--- src/logic/card_space_regs.vh ---
/*
 card space decoder constants: space codes, register selects, field layouts,
 reset values and timing counts. assumes inclusion by bare name.
*/
`ifndef CARD_SPACE_REGS_VH
`define CARD_SPACE_REGS_VH

// selected space codes
`define SPACE_STANDBY      4'h0
`define SPACE_COMMON_LO    4'h1
`define SPACE_COMMON_HI    4'h2
`define SPACE_COMMON_WORD  4'h3
`define SPACE_INFO_READ    4'h4
`define SPACE_CFG_REG      4'h5
`define SPACE_INVALID      4'h6
`define SPACE_IDLE         4'h7

// configuration register selects on a3..a0
`define SEL_CONFIG_OPTION  4'h0
`define SEL_CARD_STATUS    4'h2
`define SEL_PIN_REPLACE    4'h4
`define SEL_SOCKET_COPY    4'h6

// register reset values
`define CONFIG_OPTION_RST  8'h00
`define CARD_STATUS_RST    8'h00
`define PIN_REPLACE_RST    8'h0C
`define SOCKET_COPY_RST    8'h00

// writable bit masks
`define CARD_STATUS_WMASK  8'h7C
`define CARD_STATUS_XE_BIT 4
`define PIN_REPLACE_FIXED  8'h0C

// card info structure size, in even bytes
`define INFO_DEPTH         256
`define INFO_AW            8

// serial link clock divider, half period minus one in mclk cycles
`define SERIAL_HALF_DIV    8'h7F

`endif

--- src/logic/card_space_decoder.v ---
/*
 card space decoder: classifies each host bus cycle into standby, common
 memory byte or word, card info structure read, configuration register
 access or invalid access; holds the four configuration registers
 and a card info structure store; carries the serial error link.
 assumes host pins already synchronous to mclk; reset is power-on or
 brown-out combined, synchronous, active high.
*/
`timescale 1ns/1ns
`default_nettype none
`include "card_space_regs.vh"

module card_space_decoder (
  // clock and reset
  input  wire        mclk,
  input  wire        rst,
  input  wire        power_on_reset_n,
  input  wire        brown_out_reset,
  // host bus controls, active low
  input  wire        card_enable_lo_n,
  input  wire        card_enable_hi_n,
  input  wire        attr_select_n,
  input  wire        output_strobe_n,
  input  wire        write_strobe_n,
  input  wire [10:0] addr,
  // host data bus
  input  wire [15:0] data_in,
  output reg  [15:0] data_out,
  output reg         data_lo_oe,
  output reg         data_hi_oe,
  // common memory side
  output reg         common_read,
  output reg         common_write,
  output reg  [1:0]  common_lanes,
  output reg  [10:0] common_addr,
  output reg  [15:0] common_wdata,
  input  wire [15:0] common_rdata,
  // classification and register state
  output reg  [3:0]  space,
  output reg         invalid_access,
  output reg  [7:0]  config_option,
  output reg  [7:0]  card_status,
  output reg  [7:0]  pin_replacement,
  output reg  [7:0]  socket_and_copy,
  // card info structure load port
  input  wire        info_load,
  input  wire [7:0]  info_load_addr,
  input  wire [7:0]  info_load_data,
  // status inputs
  input  wire        interrupt_pending,
  input  wire        ready_state,
  input  wire        write_protect,
  // serial error link
  input  wire        report_valid,
  input  wire [7:0]  report_code,
  output wire        report_busy,
  output wire [7:0]  reply_code,
  output wire        serial_link_clock,
  output wire        serial_link_data_out,
  input  wire        serial_link_data_in
);

  reg  [7:0] info_mem [0:`INFO_DEPTH-1];
  reg  [3:0] next_space;
  reg        cycle_active;
  reg  [7:0] reg_rdata;
  wire       any_reset;
  wire       host_read;
  wire       host_write;
  wire       cfg_hit;

  ////////////////////////////////////////////////////////////////////////////
  // reset combining

  // power-on or brown-out: same known state
  assign any_reset = rst | ~power_on_reset_n | brown_out_reset;

  ////////////////////////////////////////////////////////////////////////////
  // cycle classification

  // only one strobe low counts as a cycle
  assign host_read  = ~output_strobe_n & write_strobe_n;
  assign host_write = output_strobe_n & ~write_strobe_n;

  function cfg_addr_match;
    input [10:0] a;
    begin
      cfg_addr_match = (a[10:9] == 2'b01) && (a[8:4] == 5'h00) && !a[0];
    end
  endfunction

  assign cfg_hit = ~card_enable_lo_n & ~attr_select_n & cfg_addr_match(addr);

  always @* begin
    next_space = `SPACE_IDLE;
    if (card_enable_lo_n && card_enable_hi_n) begin
      next_space = `SPACE_STANDBY;
    end else if (!(host_read || host_write)) begin
      next_space = `SPACE_IDLE;
    end else if (attr_select_n) begin
      if (!card_enable_lo_n && card_enable_hi_n) begin
        next_space = `SPACE_COMMON_LO;
      end else if (card_enable_lo_n && !card_enable_hi_n) begin
        next_space = `SPACE_COMMON_HI;
      end else if (!addr[0]) begin
        next_space = `SPACE_COMMON_WORD;
      end else begin
        next_space = `SPACE_INVALID;
      end
    end else if (card_enable_lo_n || addr[0]) begin
      next_space = `SPACE_INVALID;
    end else if (addr[10:9] == 2'b01) begin
      next_space = cfg_hit ? `SPACE_CFG_REG : `SPACE_INVALID;
    end else if (addr[10:9] == 2'b00) begin
      next_space = host_read ? `SPACE_INFO_READ : `SPACE_INVALID;
    end else begin
      next_space = `SPACE_INVALID;
    end
  end

  ////////////////////////////////////////////////////////////////////////////
  // configuration register read mux

  always @* begin
    case (addr[3:0])
      `SEL_CONFIG_OPTION: reg_rdata = config_option;
      `SEL_CARD_STATUS:   reg_rdata = card_status;
      `SEL_PIN_REPLACE:   reg_rdata = pin_replacement;
      `SEL_SOCKET_COPY:   reg_rdata = socket_and_copy;
      default:            reg_rdata = 8'h00;
    endcase
  end

  ////////////////////////////////////////////////////////////////////////////
  // card info structure store, writable only from the load port

  always @(posedge mclk) begin
    if (info_load) begin
      info_mem[info_load_addr] <= info_load_data;
    end
  end

  ////////////////////////////////////////////////////////////////////////////
  // registers and host outputs

  always @(posedge mclk) begin
    if (any_reset) begin
      space           <= `SPACE_STANDBY;
      invalid_access  <= 1'b0;
      config_option   <= `CONFIG_OPTION_RST;
      card_status     <= `CARD_STATUS_RST;
      pin_replacement <= `PIN_REPLACE_RST;
      socket_and_copy <= `SOCKET_COPY_RST;
      data_out        <= 16'h0000;
      data_lo_oe      <= 1'b0;
      data_hi_oe      <= 1'b0;
      common_read     <= 1'b0;
      common_write    <= 1'b0;
      common_lanes    <= 2'b00;
      common_addr     <= 11'h000;
      common_wdata    <= 16'h0000;
      cycle_active    <= 1'b0;
    end else begin
      space          <= next_space;
      cycle_active   <= (next_space != `SPACE_STANDBY) && (next_space != `SPACE_IDLE);
      invalid_access <= (next_space == `SPACE_INVALID) && !cycle_active;
      common_read    <= 1'b0;
      common_write   <= 1'b0;
      data_lo_oe     <= 1'b0;
      data_hi_oe     <= 1'b0;
      // status bits follow the device state
      card_status[1]     <= interrupt_pending;
      card_status[7]     <= pin_replacement[5] | pin_replacement[4];
      pin_replacement[1] <= ready_state;
      pin_replacement[0] <= write_protect;
      case (next_space)
        `SPACE_COMMON_LO, `SPACE_COMMON_HI, `SPACE_COMMON_WORD: begin
          common_addr  <= addr;
          common_lanes <= {next_space != `SPACE_COMMON_LO, next_space != `SPACE_COMMON_HI};
          common_wdata <= data_in;
          common_read  <= host_read & !cycle_active;
          common_write <= host_write & !cycle_active;
          data_out     <= common_rdata;
          data_lo_oe   <= host_read & (next_space != `SPACE_COMMON_HI);
          data_hi_oe   <= host_read & (next_space != `SPACE_COMMON_LO);
        end
        `SPACE_INFO_READ: begin
          data_out   <= {8'h00, info_mem[addr[8:1]]};
          data_lo_oe <= 1'b1;
        end
        `SPACE_CFG_REG: begin
          if (host_read) begin
            data_out   <= {8'h00, reg_rdata};
            data_lo_oe <= 1'b1;
          end else if (!cycle_active) begin
            case (addr[3:0])
              `SEL_CONFIG_OPTION: config_option <= data_in[7:0];
              `SEL_CARD_STATUS: card_status <= (data_in[7:0] & `CARD_STATUS_WMASK)
                                               & ~(8'h01 << `CARD_STATUS_XE_BIT);
              `SEL_PIN_REPLACE: pin_replacement <= (data_in[7:0] & 8'hF0) | `PIN_REPLACE_FIXED;
              `SEL_SOCKET_COPY: socket_and_copy <= data_in[7:0];
              default: config_option <= config_option;
            endcase
          end
        end
        default: begin
          // standby, idle and invalid: no drive, no store
          data_out <= 16'h0000;
        end
      endcase
    end
  end

  ////////////////////////////////////////////////////////////////////////////
  // serial error link

  serial_mfg_link u_link (
    .mclk                 (mclk),
    .rst                  (any_reset),
    .report_valid         (report_valid),
    .report_code          (report_code),
    .report_busy          (report_busy),
    .reply_code           (reply_code),
    .serial_link_clock    (serial_link_clock),
    .serial_link_data_out (serial_link_data_out),
    .serial_link_data_in  (serial_link_data_in)
  );

endmodule
`default_nettype wire

--- src/logic/serial_mfg_link.v ---
/*
 serial manufacturing error link: shifts out an 8-bit error code with a
 divided clock and samples the returning data line.
 assumes mclk at 250 MHz and a synchronous active-high reset.
*/
`timescale 1ns/1ns
`default_nettype none
`include "card_space_regs.vh"

module serial_mfg_link (
  // clock and reset
  input  wire       mclk,
  input  wire       rst,
  // error report request
  input  wire       report_valid,
  input  wire [7:0] report_code,
  output reg        report_busy,
  output reg  [7:0] reply_code,
  // link pins
  output reg        serial_link_clock,
  output reg        serial_link_data_out,
  input  wire       serial_link_data_in
);

  reg [7:0] div_count;
  reg [7:0] shift_out;
  reg [3:0] bit_count;

  ////////////////////////////////////////////////////////////////////////////
  // three-signal link, clock derived from mclk
  always @(posedge mclk) begin
    if (rst) begin
      report_busy          <= 1'b0;
      reply_code           <= 8'h00;
      serial_link_clock    <= 1'b0;
      serial_link_data_out <= 1'b0;
      div_count            <= 8'h00;
      shift_out            <= 8'h00;
      bit_count            <= 4'h0;
    end else if (!report_busy) begin
      serial_link_clock <= 1'b0;
      if (report_valid) begin
        report_busy          <= 1'b1;
        shift_out            <= {report_code[6:0], 1'b0};
        serial_link_data_out <= report_code[7];
        bit_count            <= 4'h8;
        div_count            <= 8'h00;
      end
    end else if (div_count == `SERIAL_HALF_DIV) begin
      div_count         <= 8'h00;
      serial_link_clock <= ~serial_link_clock;
      if (!serial_link_clock) begin
        reply_code <= {reply_code[6:0], serial_link_data_in};
      end else begin
        serial_link_data_out <= shift_out[7];
        shift_out            <= {shift_out[6:0], 1'b0};
        bit_count            <= bit_count - 4'h1;
        if (bit_count == 4'h1) begin
          report_busy <= 1'b0;
        end
      end
    end else begin
      div_count <= div_count + 8'h01;
    end
  end

endmodule
`default_nettype wire

--- config.mk ---
export PLATFORM = sky130hd
export DESIGN_NAME = card_space_decoder
export DESIGN_NICKNAME = d
export VERILOG_FILES = /design/src/logic/card_space_decoder.v /design/src/logic/serial_mfg_link.v
export VERILOG_INCLUDE_DIRS = /design/src /design/src/logic
export SDC_FILE = /design/constraint.sdc
export NUM_CORES = 2
export LEC_CHECK = 0
export ABC_AREA = 1
export BUFFER_PORTS_ARGS = -buffer_cell sky130_fd_sc_hd__buf_2
export CAP_MARGIN = 20
export CORE_ASPECT_RATIO = 1.25
export CORE_MARGIN = 2
export CORE_UTILIZATION = 45
export DETAILED_ROUTE_END_ITERATION = 10
export SYNTH_ARGS = -nofsm -noshare
export SYNTH_HDL_FRONTEND = slang
export SYNTH_SLANG_ARGS = --single-unit
--- constraint.sdc ---
create_clock -name mclk -period 2.55 [get_ports mclk]
set_input_delay 0.3825 -clock mclk [delete_from_list [all_inputs] [get_ports mclk]]
set_output_delay 0.3825 -clock mclk [all_outputs]
set_load 0.1 [all_outputs]
==> flow_summary.json <==
{
  "vdd_ir_drop_max_mv": 0.7183,
  "yosys_warnings": 0,
  "num_rows": 182,
  "dp_cells": 11075,
  "htree_levels": 4,
  "vias_per_cell": 5.409,
  "p_switching_mw": 17.37,
  "die_w_um": 401.0,
  "status": "finished clean",
  "design_area_sq_mm": 0.1051,
  "fmax_mhz": 403.3,
  "coreArea_sq_mm": 0.1963,
  "crit_fanout": 6,
  "drv_slew": 0,
  "routed.top_layer": "met5",
  "clkPwrFrac_pct": 41.7,
  "fin_worst_skew_ns": 0.03808,
  "rsz0062_at_grt": "false",
  "p_leak_nw": 39.94,
  "overflow": 0,
  "place_ws_ns": -0.6608,
  "numCtsBuffers": 209,
  "critPathRequiredTime_ns": 3.35,
  "hold_path_class": "primary input to flip-flop",
  "regArea_sq_mm": 0.06374,
  "initial_core_util_pct": 45.17,
  "ctsLongestPathBuffers": 3,
  "clock-root-buffer": "clkbuf_16",
  "swShare_pct": 22.79,
  "dr_wl_met3_um": 19440,
  "maxCapViolCount": 0,
  "path_class": "primary input to flip-flop",
  "fin_crit_ns": 2.479,
  "synth-seq-area-share_pct": 71.88,
  "drt-initial-drc-count": 6852,
  "antenna_found_initial": 14,
  "synth_area_sq_mm": 0.08867,
  "grt_first_pass_wirelength_um": 389800,
  "hold_viol": 0,
  "syn_inst": 8105,
  "antenna_left": 0,
  "cts_tree": "done",
  "instances_no_fill": 11513,
  "syn_avg_cell_area_sq_um": 10.94,
  "finalCritPeriodShare_pct": 97.23,
  "wl_met1_um": 103900,
  "ys_seq_elements": 2160,
  "fin_total_pwr_mw": 76.23,
  "first_global_vias": 60867,
  "grt_max_degree": 84,
  "internal_power_mw": 58.86,
  "fillCellCount": 16869,
  "num_vias": 62273,
  "io_pins": 179,
  "dieArea_sq_mm": 0.2006,
  "path_clk_slew_ns": 0.06,
  "synthToLayoutAreaGrowth_pct": 18.50,
  "worstPathArrival_ns": 3.28,
  "combPwrFrac_pct": 7.3,
  "place.gp.congestion": 0.9027,
  "synth_cell_types": 38,
  "cts_sinks": 2160,
  "final_nets": 8851,
  "worst-slew-pin-transition_ns": 0.8894,
  "timing.slew.headroom_pct": 40.53,
  "hpwl_um": 168900,
  "track_usage_pct": 25.99,
  "power_density_mw_per_mm2": 725.4,
  "fin_ws_ns": 0.07069,
  "crit_path_end_kind": "flip-flop",
  "clock_latency_ns": 0.87,
  "numPortBuffers": 173,
  "drc_errors": 0,
  "pwr-share-seq_pct": 51.0,
  "place_area_sq_mm": 0.09757,
  "startpoint_type": "primary input",
  "finalSetupViolations": 0,
  "multi_input_area_sq_mm": 0.02173,
  "wl_per_cell_um": 22.85,
  "drive_above_1_share_pct": 13.27,
  "die_h_um": 500.3,
  "dr_wl_met2_um": 128300,
  "dr.pass1.iters": 6,
  "drt_wl_total_um": 263100
}
[power by group through the flow]
| stage | Clock (mW) | Combinational (mW) | Sequential, mW |
|---|---|---|---|
| 2_1_floorplan | 0 | 2.46 | 39.8 |
| 3_3_place_gp | 0 | 5.44 | 39.7 |
| 3_5_place_dp | 0 | 5.47 | 39.7 |
| 4_1_cts | 32.1 | 5.56 | 38.9 |
| 5_1_grt | 33.4 | 5.99 | 38.9 |
| 6_report | 31.8 | 5.56 | 38.9 |
[logic make-up after synthesis]
kind of cell | count (synthesis) | synth area share (%)
compound gates | 354 | 2.057
other cells | 2 | 0.008469
xor+xnor | 2 | 0.01976
buf+inv | 746 | 3.669
fa+ha+maj | 5 | 0.07055
flops | 2160 | 71.88
simple gates | 4836 | 22.29
[final timing paths]
| path | start | end | slack (ns) | cells past startpoint |
|---|---|---|---|---|
| hold reg to reg | u_link.reply_code[7]$_SDFFE_PP0P_ | u_link.reply_code[7]$_SDFFE_PP0P_ | 0.46 | 2 |
| setup / recovery | addr[0] | data_out[5]$_SDFFE_PP0P_ | 0.07 | 12 |
| hold / removal | info_load_data[1] | info_mem[169][1]$_DFFE_PP_ | 0.03 | 1 |
| setup reg to reg | u_link.div_count[1]$_SDFFE_PP0P_ | u_link.reply_code[5]$_SDFFE_PP0P_ | 0.35 | 10 |
[critical path, cell delays in order]
cell and delay, ns:
dlygate4sd3_1 0.53, buf_2 0.24, nor2_1 0.60, nand2_1 0.29, buf_4 0.22, o22ai_1 0.17, a221oi_1 0.10, buf_4 0.17
nor2_1 0.20, nor2_1 0.08, buf_4 0.16, a21oi_1 0.13
[synthesized netlist by cell type]
cell type	instances	area, sq um
nand2_1	3116	11700
nor2_1	538	2019
clkbuf_1	157	589.3
conb_1	2	7.510
a31oi_1	7	43.79
nor3_1	9	45.04
a221oi_1	7	61.31
o21ai_0	107	535.5
dfxtp_1	112	2242
buf_4	25	187.7
or2_2	2	12.51
xor2_1	2	17.52
a311oi_1	1	8.760
a21oi_1	200	1001
a211oi_1	1	7.510
buf_2	255	1276
inv_4	1	6.260
inv_1	254	953.4
nand3b_1	25	187.7
nand2_4	2	22.52
nand4_1	13	81.33
a21o_1	1	7.510
nor2_2	4	25.02
o21ai_1	24	120.1
nor4_1	3	18.77
clkinv_1	12	45.04
nor2_8	1	20.02
nand2_2	4	25.02
nor2_4	2	22.52
o22ai_1	5	31.28
buf_1	32	120.1
o211ai_1	1	7.510
ha_1	5	62.56
and3_1	1	6.260
nand3_1	1116	5585
inv_2	5	18.77
buf_6	5	56.30
edfxtp_1	2048	61500
[sequential cells by signal (all words and copies together) (netlist names), 3 cells and up]
name               cells
common_addr           11
card_status            6
space                  3
pin_replacement        6
info_mem            2048
data_out              16
config_option          8
u_link.div_count       8
u_link.shift_out       7
u_link.bit_count       4
u_link.reply_code      8
socket_and_copy        8
common_wdata          16
[layer usage]
layer	global-route usage, %	vias up
met5	0	-
met4	10.78	16
met3	4.210	525
met2	43.98	2612
met1	33.33	30286
li1	-	28834
[metrics by stage]
step           hold slack, ns  setup TNS (ns)  util (%)
5_1_grt              0.004034               0     53.53
3_5_place_dp           0.4513          -32.55     49.70
3_3_place_gp           0.4404          -33.52     49.70
2_1_floorplan          0.4393               0         -
4_1_cts             0.0007450               0     53.53
6_report              0.02503               0     53.53
[area by class of cell]
cell class                      instances  area share [%]
Sequential cell                      2160           60.66
Multi-Input combinational cell       5202           20.68
Timing Repair Buffer                  919           7.974
Clock buffer                          264           5.325
Tap cell                             2576           3.067
Clock inverter                        118           1.307
Inverter                              272          0.9883
Antenna cell                            2        0.004763
[layout by cell type, fill, tap and decap left out, types with 3 or more instances in the layout]
cell type      Yosys  routed
o22ai_1            5       5
buf_2            255     160
clkbuf_16          0     216
a221oi_1           7       7
nand4_1           13      13
clkbuf_1         157      47
o21ai_1           24      24
inv_2              5       4
inv_1            254     253
nor2_2             4       3
buf_12             0     133
a31oi_1            7       7
nand2_1         3116    3115
a21oi_1          200     200
edfxtp_1        2048    2048
nor2_1           538     535
dfxtp_1          112     112
buf_4             25     561
ha_1               5       5
conb_1             2       5
inv_6              0       4
nand3_1         1116    1116
clkinvlp_4         0       7
nand3b_1          25      25
nor4_1             3       3
dlygate4sd3_1      0      54
bufinv_16          0      28
o21ai_0          107     107
clkinv_1          12      53
inv_16             0       4
nor3_1             9       8
nor2_4             2       6
clkinv_4           0       5
clkinv_2           0      27
nand2_2            4       5
buf_8              0      10
[what timing repair did]
item / 4_1_cts / 5_1_grt
resized for setup: 0 / 0
buffers inserted: 0 / 0
hold buffers: 54 / 0
endpoints found under the hold margin: 263 / 0
setup endpoints to repair: 0 / 0
(Power assumes the default switching activity.)
